### src/logic/acs_pkg.sv
package acs_pkg;

    // Timing, all at a 10 ns clock.
    localparam int CLK_NS = 10;
    localparam int SUPPLY_US = 100;
    localparam int CHARGE_US = 10;
    localparam int REF_MS = 8;
    localparam int RT_MS = 100;
    localparam int CAL_S = 1;
    localparam int SETTLE_CYC = ((SUPPLY_US + CHARGE_US) * 1000 + CLK_NS - 1) / CLK_NS;
    localparam int REF_CYC = (REF_MS * 1000000 + CLK_NS - 1) / CLK_NS;
    localparam int RT_CYC = RT_MS * 1000000 / CLK_NS;
    localparam int CAL_CYC = CAL_S * 1000000000 / CLK_NS;

    // Engine internal register addresses and words.
    localparam logic [7:0] ENG_CONV = 8'h00;
    localparam logic [7:0] ENG_CTRL = 8'h01;
    localparam logic [7:0] ENG_GAIN = 8'h04;
    localparam logic [7:0] ENG_OFFS = 8'h05;
    localparam logic [15:0] ENABLE_WORD = 16'h8000;
    localparam logic [6:0] SAMP_25 = 7'h40;
    localparam logic [6:0] SAMP_75 = 7'h02;
    localparam logic CHAN_25 = 1'b0;
    localparam logic CHAN_75 = 1'b1;
    localparam logic [15:0] IDEAL_25 = 16'h0400;
    localparam logic [15:0] IDEAL_75 = 16'h0c00;
    localparam logic [14:0] GAIN_ONE = 15'h4000;

    // Software register offsets.
    localparam int ADDR_W = 4;
    localparam logic [3:0] REG_CTRL = 4'h0;
    localparam logic [3:0] REG_CFG = 4'h1;
    localparam logic [3:0] REG_OFF_LIM = 4'h2;
    localparam logic [3:0] REG_GAIN_LIM = 4'h3;
    localparam logic [3:0] REG_NOISE = 4'h4;
    localparam logic [3:0] REG_STATUS = 4'h5;
    localparam logic [3:0] REG_FILT0 = 4'h6;
    localparam logic [3:0] REG_COEF0 = 4'hc;

    localparam logic [15:0] CFG_RST = 16'h0232;
    localparam logic [15:0] OFF_LIM_RST = 16'h0100;
    localparam logic [15:0] GAIN_LIM_RST = 16'h0100;
    localparam logic [15:0] NOISE_RST = 16'h0008;

    typedef struct packed {
        logic [11:0] rsv;
        logic drift_clr;
        logic update;
        logic run_en;
        logic start;
    } acs_ctrl_t;

    typedef struct packed {
        logic [4:0] rsv;
        logic [2:0] drift_thr;
        logic [3:0] fgain;
        logic rsv1;
        logic [2:0] nlog;
    } acs_cfg_t;

    typedef struct packed {
        logic [6:0] rsv;
        logic eng;
        logic wait_coef;
        logic run;
        logic fail;
        logic [1:0] drift;
        logic [1:0] done;
        logic clk_final;
    } acs_status_t;

    typedef struct packed {
        logic engine;
        logic top_q;
        logic reg_wr;
        logic [7:0] reg_addr;
        logic [15:0] data;
        logic chan;
        logic [6:0] samp;
        logic cal_apply;
        logic [1:0] tag;
    } acs_cmd_t;

    typedef struct packed {
        logic engine;
        logic [1:0] tag;
        logic [15:0] data;
    } acs_res_t;

    typedef enum logic [11:0] {
        ST_IDLE = 12'h001,
        ST_ENABLE = 12'h002,
        ST_SETTLE = 12'h004,
        ST_REFWAIT = 12'h008,
        ST_SAMPLE = 12'h010,
        ST_WAITRES = 12'h020,
        ST_COEFWAIT = 12'h040,
        ST_CHECK = 12'h080,
        ST_WR_OFF = 12'h100,
        ST_WR_GAIN = 12'h200,
        ST_RUN = 12'h400,
        ST_FAIL = 12'h800
    } acs_state_t;

endpackage : acs_pkg

### src/logic/acs_coef_mem.sv
`timescale 1ns/10ps
// Coefficient store: one 32-bit word per engine, offset in the low half, gain in the high.
module acs_coef_mem (
    // Clock and reset
    input wire logic i_clk,
    input wire logic i_sys_rst,
    // Write port, one enable per half
    input wire logic [1:0] i_we,
    input wire logic i_waddr,
    input wire logic [15:0] i_wdata,
    // Registered read ports
    input wire logic i_raddr_a,
    output logic [31:0] o_rdata_a,
    input wire logic i_raddr_b,
    output logic [31:0] o_rdata_b
);
    genvar h;
    generate
        for (h = 0; h < 2; h++) begin : g_half
            // Each half owns its array, so no two processes write one variable.
            logic [15:0] half_ff [0:1];
            logic [15:0] rd_a_ff, rd_b_ff;
            always_ff @(posedge i_clk) begin
                if (i_sys_rst) begin
                    half_ff[0] <= 16'h0000;
                    half_ff[1] <= 16'h0000;
                    rd_a_ff <= 16'h0000;
                    rd_b_ff <= 16'h0000;
                end else begin
                    if (i_we[h]) begin
                        half_ff[i_waddr] <= i_wdata;
                    end
                    rd_a_ff <= half_ff[i_raddr_a];
                    rd_b_ff <= half_ff[i_raddr_b];
                end
            end
            assign o_rdata_a[h*16 +: 16] = rd_a_ff;
            assign o_rdata_b[h*16 +: 16] = rd_b_ff;
        end
    endgenerate
endmodule : acs_coef_mem

### src/logic/acs_cal_seq.sv
// Local design decisions: strobed register access and the register addresses.
`timescale 1ns/10ps
module acs_cal_seq #(
    parameter int unsigned SETTLE_CYCLES = acs_pkg::SETTLE_CYC,
    parameter int unsigned REF_CYCLES = acs_pkg::REF_CYC,
    parameter int unsigned RT_CYCLES = acs_pkg::RT_CYC,
    parameter int unsigned CAL_CYCLES = acs_pkg::CAL_CYC
) (
    // Clock and reset
    input wire logic i_clk,
    input wire logic i_sys_rst,
    // Register port
    input wire logic [acs_pkg::ADDR_W-1:0] i_addr,
    input wire logic [15:0] i_wdata,
    input wire logic i_wr,
    input wire logic i_rd,
    output logic [15:0] o_rdata,
    // Engine side
    output logic o_clk_final,
    output logic o_cmd_valid,
    output acs_pkg::acs_cmd_t o_cmd,
    input wire logic i_cmd_ready,
    input wire logic i_res_valid,
    input wire acs_pkg::acs_res_t i_res
);
    import acs_pkg::*;

    function automatic logic is_coef(input logic [3:0] a);
        is_coef = (a[3:2] == REG_COEF0[3:2]);
    endfunction : is_coef

    function automatic logic [16:0] mag(input logic signed [16:0] v);
        mag = v[16] ? 17'(-v) : v;
    endfunction : mag

    function automatic acs_cmd_t mk_cmd(input logic eng, input logic top, input logic wr,
                                         input logic [7:0] ra, input logic [15:0] d,
                                         input logic ch, input logic cal);
        acs_cmd_t c;
        c.engine = eng;
        c.top_q = top;
        c.reg_wr = wr;
        c.reg_addr = ra;
        c.data = d;
        c.chan = ch;
        c.samp = (ch == CHAN_25) ? SAMP_25 : SAMP_75;
        c.cal_apply = cal;
        c.tag = {1'b0, ch};
        mk_cmd = c;
    endfunction : mk_cmd

    // Register port state.
    acs_ctrl_t ctrl_ff, nxt_ctrl;
    acs_cfg_t cfg_ff, nxt_cfg;
    logic [15:0] off_lim_ff, nxt_off_lim, gain_lim_ff, nxt_gain_lim, noise_ff, nxt_noise;
    logic [15:0] rdata_ff, nxt_rdata;
    logic [1:0] csel_ff, nxt_csel;
    logic start_p, upd_p, dclr_p;
    logic [31:0] coef_a, coef_b;
    acs_status_t status;

    // Sequencer state.
    acs_state_t state_ff, nxt_state;
    logic eng_ff, nxt_eng, clkf_ff, nxt_clkf, run_ff, nxt_run, vfy_ff, nxt_vfy;
    logic fail_ff, nxt_fail, bad_ff, nxt_bad, cval_ff, nxt_cval;
    logic upd_req_ff, nxt_upd_req;
    logic [1:0] done_ff, nxt_done, drift_ff, nxt_drift;
    logic [8:0] cnt_ff, nxt_cnt, tot;
    logic [23:0] sum25_ff, nxt_sum25, sum75_ff, nxt_sum75;
    logic [15:0] avg_ff [0:3];
    logic [15:0] nxt_avg [0:3];
    logic [15:0] base_ff [0:3];
    logic [15:0] nxt_base [0:3];
    logic [31:0] tmr_ff, nxt_tmr, ctmr_ff, nxt_ctmr, pwr_ff, nxt_pwr;
    acs_cmd_t cmd_ff, nxt_cmd;
    logic [1:0] idx;
    logic signed [16:0] diff, step;
    logic [15:0] ideal, filt;
    logic accepted, off_ok, gain_ok;

    acs_coef_mem u_mem (
        .i_clk(i_clk),
        .i_sys_rst(i_sys_rst),
        .i_we({2{i_wr & is_coef(i_addr)}} & {i_addr[0], ~i_addr[0]}),
        .i_waddr(i_addr[1]),
        .i_wdata(i_wdata),
        .i_raddr_a(i_addr[1]),
        .o_rdata_a(coef_a),
        .i_raddr_b(eng_ff),
        .o_rdata_b(coef_b)
    );

    assign start_p = i_wr && i_addr == REG_CTRL && i_wdata[0];
    assign upd_p = i_wr && i_addr == REG_CTRL && i_wdata[2];
    assign dclr_p = i_wr && i_addr == REG_CTRL && i_wdata[3];

    always_comb begin
        status = '0;
        status.eng = eng_ff;
        status.wait_coef = (state_ff == ST_COEFWAIT);
        status.run = run_ff;
        status.fail = fail_ff;
        status.drift = drift_ff;
        status.done = done_ff;
        status.clk_final = clkf_ff;
        nxt_ctrl = ctrl_ff;
        nxt_cfg = cfg_ff;
        nxt_off_lim = off_lim_ff;
        nxt_gain_lim = gain_lim_ff;
        nxt_noise = noise_ff;
        nxt_csel = {1'b0, csel_ff[0]};
        nxt_rdata = rdata_ff;
        if (i_wr) begin
            case (i_addr)
                REG_CTRL: nxt_ctrl.run_en = i_wdata[1];
                REG_CFG: nxt_cfg = i_wdata;
                REG_OFF_LIM: nxt_off_lim = i_wdata;
                REG_GAIN_LIM: nxt_gain_lim = i_wdata;
                REG_NOISE: nxt_noise = i_wdata;
                default: nxt_ctrl = ctrl_ff;
            endcase
        end
        if (i_rd) begin
            nxt_csel = {is_coef(i_addr), i_addr[0]};
            if (i_addr == REG_CTRL) nxt_rdata = ctrl_ff;
            else if (i_addr == REG_CFG) nxt_rdata = cfg_ff;
            else if (i_addr == REG_OFF_LIM) nxt_rdata = off_lim_ff;
            else if (i_addr == REG_GAIN_LIM) nxt_rdata = gain_lim_ff;
            else if (i_addr == REG_NOISE) nxt_rdata = noise_ff;
            else if (i_addr == REG_STATUS) nxt_rdata = status;
            else if (i_addr[3:2] == REG_FILT0[3:2] || i_addr[3:1] == 3'b100)
                nxt_rdata = avg_ff[2'(i_addr - REG_FILT0)];
            else nxt_rdata = 16'h0000;
        end
    end

    always_ff @(posedge i_clk) begin
        if (i_sys_rst) begin
            ctrl_ff <= '0;
            cfg_ff <= CFG_RST;
            off_lim_ff <= OFF_LIM_RST;
            gain_lim_ff <= GAIN_LIM_RST;
            noise_ff <= NOISE_RST;
            csel_ff <= 2'h0;
            rdata_ff <= 16'h0000;
        end else begin
            ctrl_ff <= nxt_ctrl;
            cfg_ff <= nxt_cfg;
            off_lim_ff <= nxt_off_lim;
            gain_lim_ff <= nxt_gain_lim;
            noise_ff <= nxt_noise;
            csel_ff <= nxt_csel;
            rdata_ff <= nxt_rdata;
        end
    end

    assign o_rdata = csel_ff[1] ? (csel_ff[0] ? coef_a[31:16] : coef_a[15:0]) : rdata_ff;
    assign o_clk_final = clkf_ff;
    assign o_cmd_valid = cval_ff;
    assign o_cmd = cmd_ff;
    assign accepted = cval_ff && i_cmd_ready;
    assign tot = 9'h002 << (vfy_ff || run_ff ? 3'h0 : cfg_ff.nlog);
    assign idx = {eng_ff, i_res.tag[0]};
    assign ideal = i_res.tag[0] ? IDEAL_75 : IDEAL_25;
    assign off_ok = mag(17'(signed'(coef_b[13:0]))) <= {3'h0, off_lim_ff[13:0]};
    assign gain_ok = mag(17'(signed'({2'b00, coef_b[30:16]} - {2'b00, GAIN_ONE})))
                     <= {2'h0, gain_lim_ff[14:0]};
    assign diff = signed'({1'b0, i_res.data}) - signed'({1'b0, avg_ff[idx]});
    assign step = diff >>> cfg_ff.fgain;
    assign filt = avg_ff[idx] + step[15:0];

    always_comb begin
        nxt_state = state_ff;
        nxt_eng = eng_ff;
        nxt_clkf = clkf_ff;
        nxt_run = run_ff;
        nxt_vfy = vfy_ff;
        nxt_fail = fail_ff;
        nxt_bad = bad_ff;
        nxt_cval = cval_ff;
        nxt_done = done_ff;
        nxt_drift = dclr_p ? 2'b00 : drift_ff;
        nxt_cnt = cnt_ff;
        nxt_sum25 = sum25_ff;
        nxt_sum75 = sum75_ff;
        nxt_avg = avg_ff;
        nxt_base = base_ff;
        nxt_tmr = tmr_ff;
        nxt_ctmr = ctmr_ff;
        nxt_cmd = cmd_ff;
        // An update that lands during a run-mode read is held until the sequencer can act.
        nxt_upd_req = upd_req_ff || (upd_p && (run_ff || state_ff == ST_COEFWAIT));
        nxt_pwr = (pwr_ff == REF_CYCLES) ? pwr_ff : pwr_ff + 32'd1;
        if (run_ff && ctmr_ff != CAL_CYCLES - 1) nxt_ctmr = ctmr_ff + 32'd1;
        case (state_ff)
            ST_ENABLE: begin
                nxt_clkf = 1'b1;
                if (!cval_ff && clkf_ff) begin
                    nxt_cval = 1'b1;
                    nxt_cmd = mk_cmd(cnt_ff[0], 1'b1, 1'b1, ENG_CTRL, ENABLE_WORD, 1'b0, 1'b0);
                end else if (accepted) begin
                    nxt_cval = 1'b0;
                    nxt_cnt = 9'h001;
                    nxt_tmr = 32'h0;
                    if (cnt_ff[0]) nxt_state = ST_SETTLE;
                end
            end
            ST_SETTLE: begin
                nxt_tmr = tmr_ff + 32'd1;
                if (tmr_ff == SETTLE_CYCLES - 1) nxt_state = ST_REFWAIT;
            end
            ST_REFWAIT: begin
                if (pwr_ff == REF_CYCLES) begin
                    nxt_state = ST_SAMPLE;
                    nxt_eng = 1'b0;
                    nxt_cnt = 9'h000;
                end
            end
            ST_SAMPLE: begin
                // One conversion in flight at a time, so engines never share a reference.
                if (!cval_ff) begin
                    nxt_cval = 1'b1;
                    nxt_cmd = mk_cmd(eng_ff, 1'b0, 1'b0, ENG_CONV, 16'h0000,
                                     cnt_ff[0], vfy_ff);
                end else if (i_cmd_ready) begin
                    nxt_cval = 1'b0;
                    nxt_cnt = cnt_ff + 9'h001;
                    nxt_state = ST_WAITRES;
                end
            end
            ST_WAITRES: begin
                if (i_res_valid && i_res.engine == eng_ff) begin
                    nxt_state = ST_SAMPLE;
                    if (vfy_ff) begin
                        nxt_bad = bad_ff
                            || mag(signed'({1'b0, i_res.data}) - signed'({1'b0, ideal}))
                               > {1'b0, noise_ff};
                    end else if (run_ff) begin
                        nxt_avg[idx] = filt;
                        if (mag(signed'({1'b0, filt}) - signed'({1'b0, base_ff[idx]}))
                            >= {14'h0, cfg_ff.drift_thr})
                            nxt_drift[eng_ff] = 1'b1;
                    end else if (i_res.tag[0] == CHAN_25) begin
                        nxt_sum25 = sum25_ff + {8'h00, i_res.data};
                    end else begin
                        nxt_sum75 = sum75_ff + {8'h00, i_res.data};
                    end
                    if (cnt_ff == tot) begin
                        nxt_cnt = 9'h000;
                        if (run_ff) begin
                            nxt_state = ST_RUN;
                        end else if (!vfy_ff) begin
                            nxt_avg[{eng_ff, CHAN_25}] = 16'(nxt_sum25 >> cfg_ff.nlog);
                            nxt_avg[{eng_ff, CHAN_75}] = 16'(nxt_sum75 >> cfg_ff.nlog);
                            nxt_state = ST_COEFWAIT;
                        end else if (nxt_bad) begin
                            nxt_state = ST_FAIL;
                            nxt_fail = 1'b1;
                        end else begin
                            nxt_done[eng_ff] = 1'b1;
                            nxt_base[{eng_ff, CHAN_25}] = avg_ff[{eng_ff, CHAN_25}];
                            nxt_base[{eng_ff, CHAN_75}] = avg_ff[{eng_ff, CHAN_75}];
                            nxt_vfy = 1'b0;
                            nxt_sum25 = 24'h0;
                            nxt_sum75 = 24'h0;
                            if (!eng_ff) nxt_eng = 1'b1;
                            else if (ctrl_ff.run_en) nxt_state = ST_RUN;
                            else nxt_state = ST_IDLE;
                            nxt_run = eng_ff && ctrl_ff.run_en;
                            nxt_tmr = 32'h0;
                            nxt_ctmr = 32'h0;
                            nxt_eng = !eng_ff;
                        end
                    end
                end
            end
            ST_COEFWAIT: begin
                if (upd_req_ff) nxt_state = ST_CHECK;
            end
            ST_CHECK: begin
                nxt_upd_req = upd_p && run_ff;
                nxt_state = (off_ok && gain_ok) ? ST_WR_OFF : ST_FAIL;
                nxt_fail = !(off_ok && gain_ok);
            end
            ST_WR_OFF, ST_WR_GAIN: begin
                if (!cval_ff) begin
                    nxt_cval = 1'b1;
                    nxt_cmd = (state_ff == ST_WR_OFF)
                        ? mk_cmd(eng_ff, 1'b1, 1'b1, ENG_OFFS, {2'b00, coef_b[13:0]}, 1'b0, 1'b0)
                        : mk_cmd(eng_ff, 1'b1, 1'b1, ENG_GAIN, {1'b0, coef_b[30:16]},
                                 1'b0, 1'b0);
                end else if (i_cmd_ready) begin
                    nxt_cval = 1'b0;
                    if (state_ff == ST_WR_OFF) begin
                        nxt_state = ST_WR_GAIN;
                    end else if (run_ff) begin
                        nxt_state = ST_RUN;
                        nxt_base[{eng_ff, CHAN_25}] = avg_ff[{eng_ff, CHAN_25}];
                        nxt_base[{eng_ff, CHAN_75}] = avg_ff[{eng_ff, CHAN_75}];
                    end else begin
                        nxt_state = ST_SAMPLE;
                        nxt_vfy = 1'b1;
                        nxt_bad = 1'b0;
                    end
                end
            end
            ST_RUN: begin
                nxt_tmr = tmr_ff + 32'd1;
                if (tmr_ff == RT_CYCLES - 1) begin
                    nxt_tmr = 32'h0;
                    nxt_state = ST_SAMPLE;
                end else if (ctmr_ff == CAL_CYCLES - 1) begin
                    nxt_ctmr = 32'h0;
                    nxt_eng = !eng_ff;
                end else if (upd_req_ff) begin
                    nxt_state = ST_CHECK;
                end
            end
            ST_IDLE, ST_FAIL: nxt_state = state_ff;
            default: nxt_state = ST_IDLE;
        endcase
        if (start_p && (state_ff == ST_IDLE || state_ff == ST_FAIL || state_ff == ST_RUN
                        || state_ff == ST_COEFWAIT)) begin
            nxt_state = ST_SAMPLE;
            nxt_eng = 1'b0;
            nxt_cnt = 9'h000;
            nxt_run = 1'b0;
            nxt_vfy = 1'b0;
            nxt_fail = 1'b0;
            nxt_upd_req = 1'b0;
            nxt_sum25 = 24'h0;
            nxt_sum75 = 24'h0;
        end
    end

    always_ff @(posedge i_clk) begin
        if (i_sys_rst) begin
            state_ff <= ST_ENABLE;
            {eng_ff, clkf_ff, run_ff, vfy_ff, fail_ff, bad_ff, cval_ff, upd_req_ff} <= 8'h00;
            done_ff <= 2'b00;
            drift_ff <= 2'b00;
            cnt_ff <= 9'h000;
            sum25_ff <= 24'h0;
            sum75_ff <= 24'h0;
            avg_ff <= '{default: 16'h0000};
            base_ff <= '{default: 16'h0000};
            tmr_ff <= 32'h0;
            ctmr_ff <= 32'h0;
            pwr_ff <= 32'h0;
            cmd_ff <= '0;
        end else begin
            state_ff <= nxt_state;
            {eng_ff, clkf_ff, run_ff, vfy_ff} <= {nxt_eng, nxt_clkf, nxt_run, nxt_vfy};
            {fail_ff, bad_ff, cval_ff, upd_req_ff} <= {nxt_fail, nxt_bad, nxt_cval, nxt_upd_req};
            done_ff <= nxt_done;
            drift_ff <= nxt_drift;
            cnt_ff <= nxt_cnt;
            sum25_ff <= nxt_sum25;
            sum75_ff <= nxt_sum75;
            avg_ff <= nxt_avg;
            base_ff <= nxt_base;
            tmr_ff <= nxt_tmr;
            ctmr_ff <= nxt_ctmr;
            pwr_ff <= nxt_pwr;
            cmd_ff <= nxt_cmd;
        end
    end
endmodule : acs_cal_seq

### config.mk
export PLATFORM = sky130hd
export DESIGN_NAME = acs_cal_seq
export DESIGN_NICKNAME = d
export VERILOG_FILES = /design/src/logic/acs_pkg.sv /design/src/logic/acs_coef_mem.sv /design/src/logic/acs_cal_seq.sv
export SDC_FILE = /design/constraint.sdc
export NUM_CORES = 2
export LEC_CHECK = 0
export BUFFER_PORTS_ARGS = -buffer_cell sky130_fd_sc_hd__buf_2
export CAP_MARGIN = 20
export CELL_PAD_IN_SITES_DETAIL_PLACEMENT = 0
export CELL_PAD_IN_SITES_GLOBAL_PLACEMENT = 1
export CORE_MARGIN = 2
export CORE_UTILIZATION = 40
export DETAILED_ROUTE_END_ITERATION = 6
export GPL_TIMING_DRIVEN = 0
export HOLD_SLACK_MARGIN = 0.1
export PLACE_DENSITY_LB_ADDON = 0.1
export SYNTH_ARGS = -nofsm -noshare
export SYNTH_HDL_FRONTEND = slang
export SYNTH_HIERARCHICAL = 1
export SYNTH_SLANG_ARGS = --single-unit
### constraint.sdc
create_clock -name i_clk -period 11.41 [get_ports i_clk]
set_input_delay 0.5705 -clock i_clk [delete_from_list [all_inputs] [get_ports i_clk]]
set_output_delay 0.5705 -clock i_clk [all_outputs]
set_load 0.01 [all_outputs]
==> impl_metrics.env <==
export IMPL_num_rows=105
export IMPL_final_cell_mix="nand2_1 (474), dfxtp_1 (470), nor2_1 (429)"
export IMPL_min_path_type="in2reg"
export IMPL_cts_buffers=60
export IMPL_grtUsageTotal=0.288
export IMPL_crit_start="eng_ff"
export IMPL_overflow=0
export IMPL_grt_first_pass_wirelength_um=188000
export IMPL_crit_type="reg2reg"
export IMPL_nFillCells=8381
export IMPL_die_h_um=293
export IMPL_cp_end_kind="flip-flop"
export IMPL_clock_sinks=534
export IMPL_hp_start="i_wdata[15]"
export IMPL_p_per_area_nw_per_um2=133
export IMPL_clk_latency_ns=0.66
export IMPL_yosys_warnings=6
export IMPL_worst_path_max_fanout=16
export IMPL_cpPeakStageDelay_ns=0.51
export IMPL_leakage_nw=14.3
export IMPL_place_congestion=0.979
export IMPL_fmax_mhz=91.6
export IMPL_start_util=0.405
export IMPL_h_tree_depth=2
export IMPL_relSlewSlack=0.233
export IMPL_die_area_um2=85600
export IMPL_final_common_cell="nand2_1"
export IMPL_crit_required_ns=11.95
export IMPL_outcome="complete, no violations"
export IMPL_clk_pin_slew_ns=0.07
export IMPL_io_pin_count=101
export IMPL_grt_pass1_vias=29000
export IMPL_irDropWorstVdd_uv=117
export IMPL_drive_gt1_frac=0.0958
export IMPL_drt_first_pass_iters=6
export IMPL_vias=30900
export IMPL_core_um2=82200
export IMPL_viasPerCell=5.83
export IMPL_cts_tree="yes"
export IMPL_max_cap_violations=0
export IMPL_r2r_slack_ns=0.50
export IMPL_hpwl_um=97800
export IMPL_routed_wl_um=126000
export IMPL_drc=0
export IMPL_setup_tns_ns=0
export IMPL_drt_iter0_markers=3061
export IMPL_start_kind="flip-flop"
export IMPL_fp_dieW_um=293
export IMPL_slowest_stage="clkbuf_2"
export IMPL_hold_violations=0
export IMPL_nNetsFinal=4373
export IMPL_layout_area_overhead_vs_synth_pct=12.4
export IMPL_clockBufferDepth=3
export IMPL_grt_max_degree=20
export IMPL_worstPathArrival_ns=11.45
export IMPL_wl_per_cell_um=23.8
export IMPL_worstMarginPinSlew_ns=1.14
export IMPL_finalCriticalPeriod_ns=10.91
export IMPL_antenna_left=0
export IMPL_finClkSkew_ns=0.0532
export IMPL_totalPowerFinal_mw=4.98
export IMPL_syn_area_per_cell_um2=8.29
export IMPL_cts_hold_fix_buffers=0
export IMPL_setup_viol=0
export IMPL_cts_root_buffer="clkbuf_16"
export IMPL_antenna_found_initial=4
export IMPL_slew_viol_final=0
export IMPL_syn_inst=4018
export IMPL_fin_crit_sh=0.956
export IMPL_netlist_area_um2=33300
export IMPL_numPortBuffers=85
export IMPL_r2r_start="eng_ff"
-- metrics by stage --
| step | cell area [um2] | setup WS [ns] | hold slack, ns | instances | utilization |
|---|---|---|---|---|---|
| floorplan | 33400 | 1.99 | 0.426 | 4029 | - |
| global placement | 35100 | -2.36 | 0.438 | 5184 | 0.427 |
| detailed placement | 35200 | -1.99 | 0.444 | 5189 | 0.428 |
| CTS | 37400 | 0.0929 | 0.231 | 5297 | 0.455 |
| global route | 37400 | -0.00137 | 0.266 | 5299 | 0.455 |
| finish | 37500 | 0.498 | 0.263 | 5301 | 0.455 |
-- power by group --
group,total [mW],internal (mW),switching (mW),leakage (nW)
clock network,2.16,1.30,0.860,1.07
logic,0.832,0.283,0.549,8.78
registers,1.99,1.95,0.0404,4.42
-- registers in the layout, summed over array words and instances (netlist names), 29 cells and up --
register / count
avg_ff: 64
base_ff: 64
ctmr_ff: 32
pwr_ff: 32
tmr_ff: 32
u_mem/g_half.half_ff: 64
u_mem/g_half.rd_a_ff: 32
u_mem/g_half.rd_b_ff: 29
-- layout make-up --
class | count | area, um2 | share of cell area
flip-flops and latches | 534 | 11300 | 0.303
repair buffers | 92 | 490 | 0.0131
diodes | 2 | 5.00 | 0.000134
clock inverters | 29 | 444 | 0.0119
plain buffers | 228 | 978 | 0.0261
well taps | 1070 | 1340 | 0.0357
clock buffers | 81 | 1750 | 0.0466
inverters | 160 | 601 | 0.0160
multi-input cells | 3105 | 20500 | 0.548
-- worst max-delay path: cells and delay by family (launching register included) --
kind,cells,cell delay (ns)
adders and majority gates,5,1.50
AOI/OAI and AO/OA,23,5.77
DFF,1,0.44
muxes,2,0.64
xor gates and xnor gates,2,0.46
buffers and inverters,4,1.43
and+or+nand+nor,4,0.51
-- path summary, 6_finish.rpt --
kind	depth (start not counted)	endpoint
worst max-delay path	40	drift_ff[0]
worst min-delay path	3	cfg_ff[15]
worst max register to register	40	drift_ff[0]
worst min register to register	2	drift_ff[0]
-- repair_timing --
item,CTS,global route
pin swaps,0,1
endpoints found under the setup margin,2,2
setup buffers,0,1
gates resized for setup,9,12
hold endpoints to repair,0,0
-- metal layers --
metal / share of wire / track usage
met5: 0.00010 / 0
met3: 0.069 / 0.0354
met2: 0.42 / 0.433
met4: 0.029 / 0.0834
met1: 0.48 / 0.428
(Power assumes the default switching activity.)
